$ cat src/hw/fls_regs.svh
// Timing figures and command codes for the parallel flash host controller.
// Assumes the controller clock runs at the rate named by FLS_CLK_NS.
`ifndef FLS_REGS_SVH
`define FLS_REGS_SVH

// ----------------------------------------------------------------------
// Clock and bus-cycle timing
// ----------------------------------------------------------------------
`define FLS_CLK_NS 25
`define FLS_PULSE_NS 50
`define FLS_PULSE_CYC ((`FLS_PULSE_NS + `FLS_CLK_NS - 1) / `FLS_CLK_NS)
`define FLS_ACC_NS 70
`define FLS_ACC_CYC ((`FLS_ACC_NS + `FLS_CLK_NS - 1) / `FLS_CLK_NS)
`define FLS_SYNC_CYC 2
`define FLS_PROG_NS 20000
`define FLS_PROG_CYC (`FLS_PROG_NS / `FLS_CLK_NS)
`define FLS_POLL_SLACK 64
`define FLS_ERASE_CYC 4000000

// ----------------------------------------------------------------------
// Command codes and fixed addresses
// ----------------------------------------------------------------------
`define FLS_UNLOCK_ADDR1 16'h5555
`define FLS_UNLOCK_ADDR2 16'h2AAA
`define FLS_UNLOCK_DATA1 16'h00AA
`define FLS_UNLOCK_DATA2 16'h0055
`define FLS_CODE_PROG 16'h00A0
`define FLS_CODE_ERASE 16'h0080
`define FLS_CODE_SECTOR 16'h0030
`define FLS_CODE_CHIP 16'h0010
`define FLS_CHIP_ADDR 16'h5555
`define FLS_SECTOR_MASK 16'hF800
`define FLS_BIT_INV 7
`define FLS_BIT_ALT 6
`define FLS_PROG_LEN 4
`define FLS_ERASE_LEN 6
`define FLS_CONFIRM 2

`endif

$ cat src/hw/fls_pkg.sv
// Types shared by the flash host controller modules.
// Assumes nothing beyond a SystemVerilog compiler.
package fls_pkg;

  // ----------------------------------------------------------------------
  // Host operations
  // ----------------------------------------------------------------------
  typedef enum logic [1:0] {
    FLS_OP_READ = 2'h0,
    FLS_OP_PROG = 2'h1,
    FLS_OP_SECTOR = 2'h2,
    FLS_OP_CHIP = 2'h3
  } fls_op_type;

  // Sequencer states, one-hot
  typedef enum logic [3:0] {
    FLS_SQ_IDLE = 4'h1,
    FLS_SQ_WRITE = 4'h2,
    FLS_SQ_POLL = 4'h4,
    FLS_SQ_READ = 4'h8
  } fls_seq_type;

  // Bus-cycle engine states, one-hot
  typedef enum logic [4:0] {
    FLS_CY_IDLE = 5'h01,
    FLS_CY_SETUP = 5'h02,
    FLS_CY_STROBE = 5'h04,
    FLS_CY_HOLD = 5'h08,
    FLS_CY_RWAIT = 5'h10
  } fls_cyc_type;

endpackage

$ cat src/hw/fls_cyc_if.sv
// Carrier between the operation sequencer and the bus-cycle engine.
// Assumes both ends run on the same clock.
interface fls_cyc_if;
  logic req;          // One-cycle request for a bus cycle
  logic wr;           // High for a write cycle
  logic [15:0] addr;  // Cycle address
  logic [15:0] wdata; // Write data
  logic done;         // One-cycle pulse when the cycle has ended
  logic [15:0] rdata; // Read data, valid with done

  modport seq (output req, output wr, output addr, output wdata,
               input done, input rdata);
  modport eng (input req, input wr, input addr, input wdata,
               output done, output rdata);
endinterface

$ cat src/hw/fls_cyc.sv
// Bus-cycle engine: one read or write cycle on the flash pins per request.
// Assumes a request only arrives while no cycle is running.
`include "fls_regs.svh"
module fls_cyc import fls_pkg::*; (
  // Clock and reset
  input wire logic i_clk,
  input wire logic i_reset,
  // Sequencer side
  fls_cyc_if.eng cyc,
  // Flash pins
  output logic o_ce_n,
  output logic o_oe_n,
  output logic o_we_n,
  output logic [15:0] o_addr,
  input wire logic [15:0] i_dq,
  output logic [15:0] o_dq,
  output logic o_dq_oe_n
);
  // ----------------------------------------------------------------------
  // State
  // ----------------------------------------------------------------------
  localparam int RWAIT = `FLS_ACC_CYC + `FLS_SYNC_CYC;
  fls_cyc_type st_r, st_nxt;
  logic [3:0] cnt_r, cnt_nxt;       // Phase counter
  logic wr_r, wr_nxt;               // Current cycle is a write
  logic ce_n_r, ce_n_nxt, oe_n_r, oe_n_nxt, we_n_r, we_n_nxt;
  logic [15:0] addr_r, addr_nxt, dq_r, dq_nxt, rd_r, rd_nxt;
  logic dq_oe_n_r, dq_oe_n_nxt, done_r, done_nxt;
  logic [15:0] dq_s1_r, dq_s2_r;    // Pin synchroniser

  // Next-state logic for one bus cycle
  always_comb begin
    st_nxt = st_r;
    cnt_nxt = cnt_r;
    wr_nxt = wr_r;
    ce_n_nxt = ce_n_r;
    oe_n_nxt = oe_n_r;
    we_n_nxt = we_n_r;
    addr_nxt = addr_r;
    dq_nxt = dq_r;
    dq_oe_n_nxt = dq_oe_n_r;
    rd_nxt = rd_r;
    done_nxt = 1'b0;
    case (st_r)
      FLS_CY_IDLE: begin
        if (cyc.req) begin
          // Address set up before the write strobe falls; on a read the output gate falls with it
          addr_nxt = cyc.addr;
          wr_nxt = cyc.wr;
          ce_n_nxt = 1'b0;
          cnt_nxt = 4'h0;
          if (cyc.wr) begin
            dq_nxt = cyc.wdata;
            dq_oe_n_nxt = 1'b0;
            st_nxt = FLS_CY_SETUP;
          end else begin
            oe_n_nxt = 1'b0;
            st_nxt = FLS_CY_RWAIT;
          end
        end
      end
      FLS_CY_SETUP: begin
        // Write strobe only under chip select, output gate high
        we_n_nxt = 1'b0;
        st_nxt = FLS_CY_STROBE;
      end
      FLS_CY_STROBE: begin
        cnt_nxt = cnt_r + 4'h1;
        if (cnt_r == 4'(`FLS_PULSE_CYC - 1)) begin
          we_n_nxt = 1'b1;
          st_nxt = FLS_CY_HOLD;
        end
      end
      FLS_CY_HOLD: begin
        // Data held through the write strobe rise, then deselect
        ce_n_nxt = 1'b1;
        dq_oe_n_nxt = 1'b1;
        done_nxt = 1'b1;
        st_nxt = FLS_CY_IDLE;
      end
      FLS_CY_RWAIT: begin
        cnt_nxt = cnt_r + 4'h1;
        if (cnt_r == 4'(RWAIT - 1)) begin
          rd_nxt = dq_s2_r;
          ce_n_nxt = 1'b1;
          oe_n_nxt = 1'b1;
          done_nxt = 1'b1;
          st_nxt = FLS_CY_IDLE;
        end
      end
      default: st_nxt = FLS_CY_IDLE;
    endcase
  end

  // Registers of the engine and pin synchroniser
  always_ff @(posedge i_clk) begin
    dq_s1_r <= i_dq;
    dq_s2_r <= dq_s1_r;
    if (i_reset) begin
      st_r <= FLS_CY_IDLE;
      cnt_r <= 4'h0;
      wr_r <= 1'b0;
      ce_n_r <= 1'b1;
      oe_n_r <= 1'b1;
      we_n_r <= 1'b1;
      addr_r <= 16'h0000;
      dq_r <= 16'h0000;
      dq_oe_n_r <= 1'b1;
      rd_r <= 16'h0000;
      done_r <= 1'b0;
    end else begin
      st_r <= st_nxt;
      cnt_r <= cnt_nxt;
      wr_r <= wr_nxt;
      ce_n_r <= ce_n_nxt;
      oe_n_r <= oe_n_nxt;
      we_n_r <= we_n_nxt;
      addr_r <= addr_nxt;
      dq_r <= dq_nxt;
      dq_oe_n_r <= dq_oe_n_nxt;
      rd_r <= rd_nxt;
      done_r <= done_nxt;
    end
  end

  // Outputs from flops
  assign o_ce_n = ce_n_r;
  assign o_oe_n = oe_n_r;
  assign o_we_n = we_n_r;
  assign o_addr = addr_r;
  assign o_dq = dq_r;
  assign o_dq_oe_n = dq_oe_n_r;
  assign cyc.done = done_r;
  assign cyc.rdata = rd_r;
endmodule // fls_cyc

$ cat src/hw/fls_host.sv
// Host controller for a 64K x16 asynchronous NOR flash: reads, protected
// word programming, sector and chip erase with status polling.
// Assumes the flash pins connect straight to the device; the data bus
// wire is resolved outside from o_dq and o_dq_oe_n.
// Notes on behaviour
// Write strobe pulses only under chip select.
// Address before strobe falls, data past rise.
// Device drives data only when selected, gated.
// Chip select high leaves device in standby.
// Host programs single words into erased sectors.
// Program: three unlock cycles, then address/data.
// Program finishes within twenty microseconds.
// While busy, only status reads; commands ignored.
// Sector erase: six cycles, sector in A15-A11.
// Sector address and code latched on sixth.
// Chip erase: six cycles, code at fixed address.
// Chip erase starts at sixth strobe rise.
// Status reporting enabled after launching strobe.
// Program busy: inverted data bit inverted.
// Erase busy: bit reads zero, then one.
// Status valid after fourth or sixth pulse.
// Alternating bit toggles while busy, then stops.
// Doubtful completion: reread twice, both valid.
// Invalid cycle aborts; upper data byte ignored.
// Writes inhibited with gate low or strobes high.
// After completion, device returns to read mode.
`include "fls_regs.svh"
module fls_host import fls_pkg::*; #(
  parameter int ERASE_LIMIT = `FLS_ERASE_CYC // Erase poll limit, cycles
) (
  // Clock and reset
  input wire logic i_clk,
  input wire logic i_reset,
  // Command port
  input wire logic i_cmd_valid,
  input wire logic [1:0] i_cmd_op,
  input wire logic [15:0] i_cmd_addr,
  input wire logic [15:0] i_cmd_data,
  output logic o_cmd_ready,
  output logic o_done,
  output logic o_timeout,
  output logic [15:0] o_rd_data,
  // Flash pins
  output logic o_ce_n,
  output logic o_oe_n,
  output logic o_we_n,
  output logic [15:0] o_addr,
  input wire logic [15:0] i_dq,
  output logic [15:0] o_dq,
  output logic o_dq_oe_n
);
  // ----------------------------------------------------------------------
  // Parameter check
  // ----------------------------------------------------------------------
  localparam int PROG_LIMIT = `FLS_PROG_CYC + `FLS_POLL_SLACK;
  if (ERASE_LIMIT < PROG_LIMIT) begin : g_bad_limit
    $error("ERASE_LIMIT too small");
  end

  // ----------------------------------------------------------------------
  // State
  // ----------------------------------------------------------------------
  fls_cyc_if cyc();
  fls_seq_type st_r, st_nxt;
  fls_op_type op_r, op_nxt;              // Operation in flight
  logic [15:0] addr_r, addr_nxt;         // Target address
  logic [15:0] data_r, data_nxt;         // Program data
  logic [2:0] step_r, step_nxt;          // Command cycle index
  logic req_r, req_nxt;                  // Engine request
  logic [15:0] ca_r, ca_nxt, cd_r, cd_nxt; // Cycle address and data
  logic cw_r, cw_nxt;                    // Cycle is a write
  logic prev_alt_r, prev_alt_nxt;        // Last alternating bit seen
  logic have_prev_r, have_prev_nxt;      // A status read is held
  logic [1:0] good_r, good_nxt;          // Quiet rereads so far
  logic [31:0] tmo_r, tmo_nxt;           // Poll time counter
  logic ready_r, ready_nxt, done_r, done_nxt, tmo_flag_r, tmo_flag_nxt;
  logic [15:0] rd_r, rd_nxt;
  logic [15:0] sa, sd;                   // Sequence cycle address/data
  logic last_step, inv_ok, quiet;

  // Command table: unlock cycles followed by the operation cycle
  always_comb begin
    sa = `FLS_UNLOCK_ADDR1;
    sd = `FLS_UNLOCK_DATA1;
    last_step = 1'b0;
    case (step_r)
      3'h0: sd = `FLS_UNLOCK_DATA1;
      3'h1: begin
        sa = `FLS_UNLOCK_ADDR2;
        sd = `FLS_UNLOCK_DATA2;
      end
      3'h2: sd = (op_r == FLS_OP_PROG) ? `FLS_CODE_PROG : `FLS_CODE_ERASE;
      3'h3: begin
        if (op_r == FLS_OP_PROG) begin
          sa = addr_r;
          sd = data_r;
          last_step = 1'b1;
        end
      end
      3'h4: begin
        sa = `FLS_UNLOCK_ADDR2;
        sd = `FLS_UNLOCK_DATA2;
      end
      3'h5: begin
        last_step = 1'b1;
        if (op_r == FLS_OP_SECTOR) begin
          sa = addr_r & `FLS_SECTOR_MASK;
          sd = `FLS_CODE_SECTOR;
        end else begin
          sa = `FLS_CHIP_ADDR;
          sd = `FLS_CODE_CHIP;
        end
      end
      default: sd = `FLS_UNLOCK_DATA1;
    endcase
  end

  // Status qualifiers of a poll read
  always_comb begin
    // Program: true bit 7 on completion; erase: reads one
    inv_ok = (op_r == FLS_OP_PROG) ?
      (cyc.rdata[`FLS_BIT_INV] == data_r[`FLS_BIT_INV]) :
      cyc.rdata[`FLS_BIT_INV];
    // Alternating bit stopped since the previous read
    quiet = have_prev_r && (cyc.rdata[`FLS_BIT_ALT] == prev_alt_r);
  end

  // Sequencer next-state logic
  always_comb begin
    st_nxt = st_r;
    op_nxt = op_r;
    addr_nxt = addr_r;
    data_nxt = data_r;
    step_nxt = step_r;
    req_nxt = 1'b0;
    ca_nxt = ca_r;
    cd_nxt = cd_r;
    cw_nxt = cw_r;
    prev_alt_nxt = prev_alt_r;
    have_prev_nxt = have_prev_r;
    good_nxt = good_r;
    tmo_nxt = tmo_r;
    ready_nxt = ready_r;
    done_nxt = 1'b0;
    tmo_flag_nxt = tmo_flag_r;
    rd_nxt = rd_r;
    case (st_r)
      FLS_SQ_IDLE: begin
        if (i_cmd_valid && ready_r) begin
          op_nxt = fls_op_type'(i_cmd_op);
          addr_nxt = i_cmd_addr;
          data_nxt = i_cmd_data;
          step_nxt = 3'h0;
          ready_nxt = 1'b0;
          tmo_flag_nxt = 1'b0;
          req_nxt = 1'b1;
          if (fls_op_type'(i_cmd_op) == FLS_OP_READ) begin
            ca_nxt = i_cmd_addr;
            cw_nxt = 1'b0;
            st_nxt = FLS_SQ_READ;
          end else begin
            ca_nxt = `FLS_UNLOCK_ADDR1;
            cd_nxt = `FLS_UNLOCK_DATA1;
            cw_nxt = 1'b1;
            st_nxt = FLS_SQ_WRITE;
          end
        end
      end
      FLS_SQ_WRITE: begin
        if (cyc.done) begin
          if (last_step) begin
            // Launching strobe has risen: status reporting is live
            have_prev_nxt = 1'b0;
            good_nxt = 2'h0;
            tmo_nxt = 32'h0;
            cw_nxt = 1'b0;
            ca_nxt = addr_r;
            req_nxt = 1'b1;
            st_nxt = FLS_SQ_POLL;
          end else begin
            step_nxt = step_r + 3'h1;
            req_nxt = 1'b1;
            st_nxt = FLS_SQ_WRITE;
          end
        end
      end
      FLS_SQ_POLL: begin
        // Only status reads while the device is busy
        tmo_nxt = tmo_r + 32'h1;
        if (cyc.done) begin
          prev_alt_nxt = cyc.rdata[`FLS_BIT_ALT];
          have_prev_nxt = 1'b1;
          rd_nxt = cyc.rdata;
          if (quiet && inv_ok) begin
            good_nxt = good_r + 2'h1;
          end else begin
            good_nxt = 2'h0;
          end
          if (quiet && inv_ok && good_r == 2'(`FLS_CONFIRM)) begin
            // Completion confirmed; device back in read mode
            done_nxt = 1'b1;
            ready_nxt = 1'b1;
            st_nxt = FLS_SQ_IDLE;
          end else if (tmo_r >= ((op_r == FLS_OP_PROG) ?
                     32'(PROG_LIMIT) : 32'(ERASE_LIMIT))) begin
            tmo_flag_nxt = 1'b1;
            done_nxt = 1'b1;
            ready_nxt = 1'b1;
            st_nxt = FLS_SQ_IDLE;
          end else begin
            req_nxt = 1'b1;
          end
        end
      end
      FLS_SQ_READ: begin
        if (cyc.done) begin
          rd_nxt = cyc.rdata;
          done_nxt = 1'b1;
          ready_nxt = 1'b1;
          st_nxt = FLS_SQ_IDLE;
        end
      end
      default: st_nxt = FLS_SQ_IDLE;
    endcase
    // Cycle address follows the step that is about to run
    if (st_r == FLS_SQ_WRITE && cyc.done && !last_step) begin
      ca_nxt = (step_r == 3'h0 || step_r == 3'h3) ? `FLS_UNLOCK_ADDR2 : `FLS_UNLOCK_ADDR1;
    end
  end

  // Command table output for the next write step
  logic [15:0] nsa, nsd;
  always_comb begin
    nsa = sa;
    nsd = sd;
  end

  // Sequencer registers
  always_ff @(posedge i_clk) begin
    if (i_reset) begin
      st_r <= FLS_SQ_IDLE;
      op_r <= FLS_OP_READ;
      addr_r <= 16'h0000;
      data_r <= 16'h0000;
      step_r <= 3'h0;
      req_r <= 1'b0;
      ca_r <= 16'h0000;
      cd_r <= 16'h0000;
      cw_r <= 1'b0;
      prev_alt_r <= 1'b0;
      have_prev_r <= 1'b0;
      good_r <= 2'h0;
      tmo_r <= 32'h0;
      ready_r <= 1'b1;
      done_r <= 1'b0;
      tmo_flag_r <= 1'b0;
      rd_r <= 16'h0000;
    end else begin
      st_r <= st_nxt;
      op_r <= op_nxt;
      addr_r <= addr_nxt;
      data_r <= data_nxt;
      step_r <= step_nxt;
      req_r <= req_nxt;
      ca_r <= ca_nxt;
      cd_r <= cd_nxt;
      cw_r <= cw_nxt;
      prev_alt_r <= prev_alt_nxt;
      have_prev_r <= have_prev_nxt;
      good_r <= good_nxt;
      tmo_r <= tmo_nxt;
      ready_r <= ready_nxt;
      done_r <= done_nxt;
      tmo_flag_r <= tmo_flag_nxt;
      rd_r <= rd_nxt;
    end
  end

  // Engine request: write steps take address/data from the table
  assign cyc.req = req_r;
  assign cyc.wr = cw_r;
  assign cyc.addr = (st_r == FLS_SQ_WRITE) ? nsa : ca_r;
  assign cyc.wdata = (st_r == FLS_SQ_WRITE) ? nsd : cd_r;

  // ----------------------------------------------------------------------
  // Bus-cycle engine
  // ----------------------------------------------------------------------
  fls_cyc u_cyc (
    .i_clk(i_clk),
    .i_reset(i_reset),
    .cyc(cyc.eng),
    .o_ce_n(o_ce_n),
    .o_oe_n(o_oe_n),
    .o_we_n(o_we_n),
    .o_addr(o_addr),
    .i_dq(i_dq),
    .o_dq(o_dq),
    .o_dq_oe_n(o_dq_oe_n)
  );

  assign o_cmd_ready = ready_r;
  assign o_done = done_r;
  assign o_timeout = tmo_flag_r;
  assign o_rd_data = rd_r;
endmodule // fls_host

$ cat config.mk
export PLATFORM = sky130hd
export DESIGN_NAME = fls_host
export DESIGN_NICKNAME = d
export VERILOG_FILES = /design/src/hw/fls_pkg.sv /design/src/hw/fls_cyc_if.sv /design/src/hw/fls_cyc.sv /design/src/hw/fls_host.sv
export VERILOG_INCLUDE_DIRS = /design/src /design/src/hw
export SDC_FILE = /design/constraint.sdc
export NUM_CORES = 1
export LEC_CHECK = 0
export ABC_AREA = 1
export BUFFER_PORTS_ARGS = -buffer_cell sky130_fd_sc_hd__buf_4
export CAP_MARGIN = 20
export CORE_MARGIN = 2
export CORE_UTILIZATION = 52
export CTS_CLUSTER_DIAMETER = 100
export DETAILED_ROUTE_END_ITERATION = 8
export PLACE_DENSITY = 0.87
export SLEW_MARGIN = 20
export SYNTH_ARGS = -nofsm -noshare
export SYNTH_HDL_FRONTEND = slang
export SYNTH_HIERARCHICAL = 1
export SYNTH_SLANG_ARGS = --single-unit
export TNS_END_PERCENT = 1
$ cat constraint.sdc
create_clock -name i_clk -period 1.95 [get_ports i_clk]
set_input_delay 0.2925 -clock i_clk [delete_from_list [all_inputs] [get_ports i_clk]]
set_output_delay 0.2925 -clock i_clk [all_outputs]
set_load 0.005 [all_outputs]
==> impl_metrics.py, run 1 <==
metrics = {
    "setup_path": {
        "worstPathRequired_ns": 2.35,
        "cpMostUsedCell": "nand2_4",
        "crit_fanout": 7,
        "slowest_delay_ns": 0.39,
        "reg2reg_to": "tmo_r[19]",
        "crit_type": "reg -> reg",
        "rrSetupSlack_ns": -0.06,
        "cp-start-kind": "register",
        "r2r-start": "step_r[0]",
        "arrival_ns": 2.41,
        "r2r_cells": 12,
        "slowest_stage": "dfxtp_4",
        "path_buf_inv": 1,
        "crit_family": "simple AND/OR/NAND/NOR gates",
        "path_cells": "ha_4 > ha_4 > nand2_4 > nand2_4 > inv_2 > nand2_4 > nand2_4 > nor2_8 > nand3_2 > nor3_2 > nand2_1 > and3_1",
        "cp-end-kind": "register",
    },
    "clocking": {
        "clk-insertion-delay-late_ns": 0.50,
        "clock_sinks": 209,
        "cts_root_buffer": "clkbuf_16",
        "clk_pin_slew_ns": 0.06,
        "cts_tree": "done",
        "htreeDepth": 1,
        "clockBufferDepth": 3,
        "numCtsBuffers": 22,
    },
    "route": {
        "wl_per_cell_um": 15.3,
        "finalWirelength_mm": 24.4,
        "ant_nets": 0,
        "via_per_inst": 5.55,
        "dr.pass1.iters": 5,
        "vias": 8839,
        "drt_drc_violations_left": 0,
        "drtIter0Drc": 803,
    },
    "layout": {
        "diodes": 0,
        "fillers": 1359,
        "area_delta_synth_final_pct": 25.4,
        "regMostFlops": "tmo_r",
        "drive_gt1_share_pct": 19.1,
        "largest_register_ff_count": 32,
        "finalNetCount": 1418,
        "final_core_util_pct": 65.8,
    },
    "worst_hold_path": {
        "hp-class": "in -> reg",
        "min_to": "addr_r[2]",
        "holdPathStages": 3,
        "hp-start": "i_cmd_addr[2]",
    },
    "synthesis": {
        "synth_top_area_cell": "dfxtp_1",
        "synthFlopType": "dfxtp_1",
        "syn-cell-area_sq_um": 8980,
        "synth-edff-count": 0,
        "synth_nets": 1270,
        "yosysSeqAreaShare_pct": 46.6,
        "ys_types": 51,
        "synth-async-reset-ratio_pct": 0,
        "yosys-top-cells-area": "dfxtp_1 (47%), nor2_1 (8.9%), nand2_1 (7.3%)",
        "synth.avg_cell_area_sq_um": 7.46,
        "synth_top_area_share_pct": 46.6,
        "synth_seq_cells": 209,
        "syn_inst": 1204,
        "synth_warnings": 6,
    },
    "pwr": {
        "powerDensity_nw_per_um2": 1140,
        "power_uw": 12900,
        "worst_ir_drop_vdd_mv": 0.865,
        "power.leakage_uw": 0.00482,
    },
    "grt": {
        "antenna_found_initial": 0,
        "grt_pass1_vias": 8291,
        "overflow": 0,
        "grt_first_pass_wirelength_mm": 38.4,
        "grt_max_degree": 48,
        "track_usage_pct": 25.3,
    },
    "floorplan": {
        "core_sq_um": 17100,
        "rows": 48,
        "die_h_um": 135,
        "start_util_pct": 52.5,
        "die_x_um": 135,
        "die-area_sq_um": 18300,
        "num_io_pins": 108,
    },
    "timing": {
        "slew_headroom_pct": 65.2,
        "worstMarginPinSlew_ns": 0.521,
        "max_freq_mhz": 498,
        "worst_slack_ns": -0.0567,
        "rsz0062_at_grt": "yes",
        "tns_ns": -0.111,
        "finalCritPeriodShare_pct": 103,
        "hold_viol_final": 0,
        "hold-worst-slack_ns": 0.0294,
        "finalCriticalPeriod_ns": 2.01,
        "fin_skew_ns": 0.0127,
        "drv_slew": 0,
        "setup_viol": 3,
    },
    "placement": {
        "dp_hpwl_mm": 15.7,
        "place_congestion": 0.941,
        "place.port_buffers": 107,
    },
    "job": {
        "cap_violations": 0,
    },
    "run_status": {
        "violations": "setup timing",
        "status": "finished with violations",
    },
}
==> worst max-delay path by stage <==
stage | depth (start not counted) | slack (ns) | end | start
detailed placement | 15 | -0.04 | tmo_r[20] | step_r[1]
finish | 12 | -0.06 | tmo_r[19] | step_r[0]
CTS | 8 | 0.01 | u_cyc/o_dq[0] | st_r[0]
global placement | 15 | 0.03 | tmo_r[20] | step_r[0]
floorplan | 15 | 0.07 | tmo_r[20] | step_r[0]
global route | 12 | -0.17 | tmo_r[19] | step_r[0]
==> timing repair <==
| item | in CTS | in global routing |
|---|---|---|
| hold buffers | 16 | 0 |
| gates resized for setup | 4 | 28 |
| buffers inserted | 0 | 3 |
| endpoints found under the hold margin | 16 | 0 |
| endpoints found under the setup margin | 4 | 54 |
| pin swaps | 0 | 13 |
==> worst reg2reg max path, cell delays in order, from the launching register on <==
cell and delay, ns:
dfxtp_4 0.39, ha_4 0.17, ha_4 0.17, nand2_4 0.06, nand2_4 0.07, inv_2 0.04, nand2_4 0.06, nand2_4 0.06
nor2_8 0.16, nand3_2 0.16, nor3_2 0.31, nand2_1 0.08, and3_1 0.18
==> layer usage <==
layer | vias to the layer above | GRT usage [%] | part of all wire (%)
met2 | 429 | 42.8 | 48
met5 | - | 0 | 0
met4 | 0 | 10.1 | 3.7
li1 | 4279 | - | -
met1 | 4059 | 32.6 | 40
met3 | 72 | 3.55 | 7.9
==> logic make-up after synthesis <==
logic type,Yosys count,synth area share (%)
and+or+nand+nor,527,26.1
xor gates and xnor gates,7,0.683
buffers and inverters,165,7.50
adders and majority gates,13,1.81
DFF,209,46.6
AOI/OAI and AO/OA,283,17.3
==> synth_stat cells (4+ instances only) <==
cell / count
nand2_1: 175
inv_1: 95
xor2_1: 5
o22ai_1: 8
ha_1: 13
o211ai_1: 8
o221ai_1: 9
nand4_1: 21
a21oi_1: 119
nand3_1: 60
a211oi_1: 11
clkbuf_1: 34
dfxtp_1: 209
nor3_2: 4
nand3b_1: 4
buf_2: 6
nor3_1: 20
nand2_2: 6
o21ai_1: 7
inv_2: 18
nor2_4: 5
o21ai_0: 109
nor2_1: 213
==> placed cells by master, fill, tap and decap left out, types with 9 or more instances in the layout <==
master	instances
nand4_1	21
nor2_1	212
a21oi_1	118
buf_4	155
o21ai_0	109
inv_1	93
nor3_1	18
nand2_1	171
a211oi_1	11
inv_2	19
nand3_1	60
dlygate4sd3_1	16
clkbuf_8	9
ha_1	10
clkbuf_16	23
dfxtp_1	206
==> through the flow <==
stage	instance area [sq um]	instances	setup WS, ns
floorplan	8980	1204	0.0717
finish	11300	1593	-0.0567
global placement	10200	1534	0.0280
detailed placement	10200	1534	-0.0447
CTS	11100	1590	0.00974
global route	11300	1593	-0.170
==> power breakdown <==
group          internal, uW  switching, uW  total, uW  leakage, uW
clock                  2630           1710       4340     0.000381
combinational          1230           2120       3340      0.00273
sequential             4860            346       5210      0.00171
total                  8720           4170      12900      0.00482
==> layout make-up <==
class | count | area [sq um] | area share (%)
sequential | 209 | 4190 | 37.2
multi-input combinational | 830 | 4230 | 37.5
clock buffer | 34 | 707 | 6.28
timing repair buffer | 173 | 1350 | 12.0
inverter | 116 | 443 | 3.93
clock inverter | 6 | 65.1 | 0.578
tap | 225 | 282 | 2.50
No activity file was read; power rests on OpenSTA's default activity.
==> inputs of run 2 (changes only) <==
Settings changed: CORE_MARGIN 2 to not set, GPL_TIMING_DRIVEN set to 0, SETUP_SLACK_MARGIN set to 0.05.
==> impl_metrics.py, run 2 (synthesis results as in run 1) <==
metrics = {
    "layout": {
        "diodes": 0,
        "final_core_util_pct": 68.5,
        "layout_commonest_cell": "nor2_1",
        "regMostFlops": "tmo_r",
        "final_area_sq_um": 11400,
        "multi_input_area_sq_um": 4380,
        "seq_area_sq_um": 4200,
        "finalNetCount": 1437,
        "final_cell_mix": "nor2_1 (205), dfxtp_1 (202), nand2_1 (168)",
        "drive_gt1_share_pct": 20.4,
        "fillers": 1275,
        "largest_register_ff_count": 32,
        "area_delta_synth_final_pct": 27.3,
        "instances_no_fill": 1605,
    },
    "worst_hold_path": {
        "hp-start": "i_cmd_addr[10]",
        "holdPathStages": 3,
        "hp-class": "in -> reg",
    },
    "grt": {
        "overflow": 0,
        "antenna_found_initial": 0,
        "grt_pass1_vias": 8096,
        "track_usage_pct": 27.3,
        "grt_max_degree": 16,
        "grt_first_pass_wirelength_mm": 39.4,
    },
    "floorplan": {
        "core_sq_um": 16700,
        "die_h_um": 133,
        "rows": 47,
        "die_x_um": 133,
        "num_io_pins": 108,
        "start_util_pct": 53.8,
        "die-area_sq_um": 17800,
    },
    "placement": {
        "place.port_buffers": 107,
        "placed_cells": 1531,
        "dpl_cell_area_sq_um": 10100,
        "dp_hpwl_mm": 16.7,
        "place_congestion": 0.947,
    },
    "route": {
        "drt_drc_violations_left": 0,
        "drtIter0Drc": 785,
        "via_per_inst": 5.65,
        "dr.pass1.iters": 6,
        "finalWirelength_mm": 25.3,
        "ant_nets": 0,
        "vias": 9062,
        "wl_per_cell_um": 15.8,
    },
    "setup_path": {
        "arrival_ns": 2.36,
        "crit_type": "reg -> reg",
        "r2r_cells": 10,
        "worstSetupPathDepth": 10,
        "r2r-start": "step_r[0]",
        "crit_path_start": "step_r[0]",
        "path_cells": "ha_4 > ha_4 > buf_4 > inv_1 > a21oi_1 > o221ai_2 > a21oi_1 > nor2_1 > nand3_1 > a21oi_1",
        "cp-start-kind": "register",
        "cpMostUsedCell": "a21oi_1",
        "slowest_stage": "dfxtp_4",
        "slowest_delay_ns": 0.38,
        "path_buf_inv": 2,
        "crit_family": "compound AO/OA/AOI/OAI gates",
        "crit_fanout": 8,
        "worstPathRequired_ns": 2.32,
        "cp-end-kind": "register",
    },
    "pwr": {
        "power.leakage_uw": 0.00481,
        "worst_ir_drop_vdd_mv": 0.855,
        "powerDensity_nw_per_um2": 1140,
    },
    "clocking": {
        "htreeDepth": 1,
        "cts_root_buffer": "clkbuf_16",
        "clock_sinks": 209,
        "cts_tree": "done",
        "numCtsBuffers": 22,
        "clk_pin_slew_ns": 0.06,
        "clockBufferDepth": 3,
        "clk-insertion-delay-late_ns": 0.53,
    },
    "timing": {
        "finalCriticalPeriod_ns": 2.00,
        "setup_viol": 6,
        "drv_slew": 0,
        "fin_skew_ns": 0.0288,
        "slew_headroom_pct": 55.7,
        "worstMarginPinSlew_ns": 0.665,
        "rsz0062_at_grt": "yes",
        "max_freq_mhz": 501,
        "worst_slack_ns": -0.0460,
        "hold_viol_final": 0,
        "finalCritPeriodShare_pct": 102,
    },
    "run_status": {
        "violations": "setup timing",
        "status": "finished with violations",
    },
    "job": {
        "cap_violations": 0,
    },
}
run 2: changes by cell type in the layout (fill, tap and decap cells not counted), moves of 4 or more:
cell      change
buf_4        -25
clkbuf_1     +25
buf_6         +4
dfxtp_1       -4
nor2_2        +4
buf_2         +5
nor2_1        -7
nor3_1        -5
clkbuf_2      +7
clkbuf_8      -5
inv_1         -4
run 2: worst paths after layout:
path / endpoint / slack (ns)
worst max-delay path: u_cyc/o_addr[6] / -0.05
worst min-delay path: addr_r[10] / 0.02
worst max register to register: u_cyc/o_addr[6] / -0.05
worst min register to register: u_cyc/dq_s2_r[1] / 0.33
run 2: power by group:
group          switching, uW  leakage, uW  internal [uW]  total [uW]
clock network           1740     0.000356           2510        4250
registers                371      0.00171           4870        5240
logic                   2260      0.00274           1310        3570
total                   4380      0.00481           8690       13100
run 2: worst register-to-register path, delay by kind of cell, from the launching register on:
kind	cells	cell delay [ns]
buffers and inverters	2	0.20
and+or+nand+nor	2	0.16
DFF	1	0.38
adders and majority gates	2	0.29
AOI/OAI and AO/OA	4	0.83
run 2: area by class of cell:
type,count,area share (%)
clock inverter,9,1.07
inverter,116,3.94
buffer,49,2.40
sequential,209,36.7
tap,220,2.41
timing repair buffer,143,9.74
multi-input combinational,830,38.3
clock buffer,29,5.40
run 2: timing repair:
action	4_1_cts	5_1_grt
buffers inserted	14	6
gates cloned	0	0
gates resized for setup	47	60
endpoints found under the setup margin	114	129
hold buffers	16	0
pin swaps	13	18
hold endpoints to repair	16	0
run 2: through the flow:
step           hold slack, ns  worst slack [ns]  TNS (ns)  power, uW
2_1_floorplan           0.310            0.0717         0       7420
3_3_place_gp            0.311            -0.394    -11.50       8240
3_5_place_dp            0.312            -0.400    -14.44       8340
4_1_cts               0.00928           0.00342         0      12800
5_1_grt                0.0248            -0.114     -1.18      13700
6_report               0.0226           -0.0460   -0.0982      13100
run 2: layer usage:
metal	up-vias	GRT usage [%]	part of all wire, %
met3	94	4.53	9.4
met5	-	0	0
met4	0	11.2	4.1
met2	460	45.7	47
met1	4188	34.7	40
li1	4320	-	-
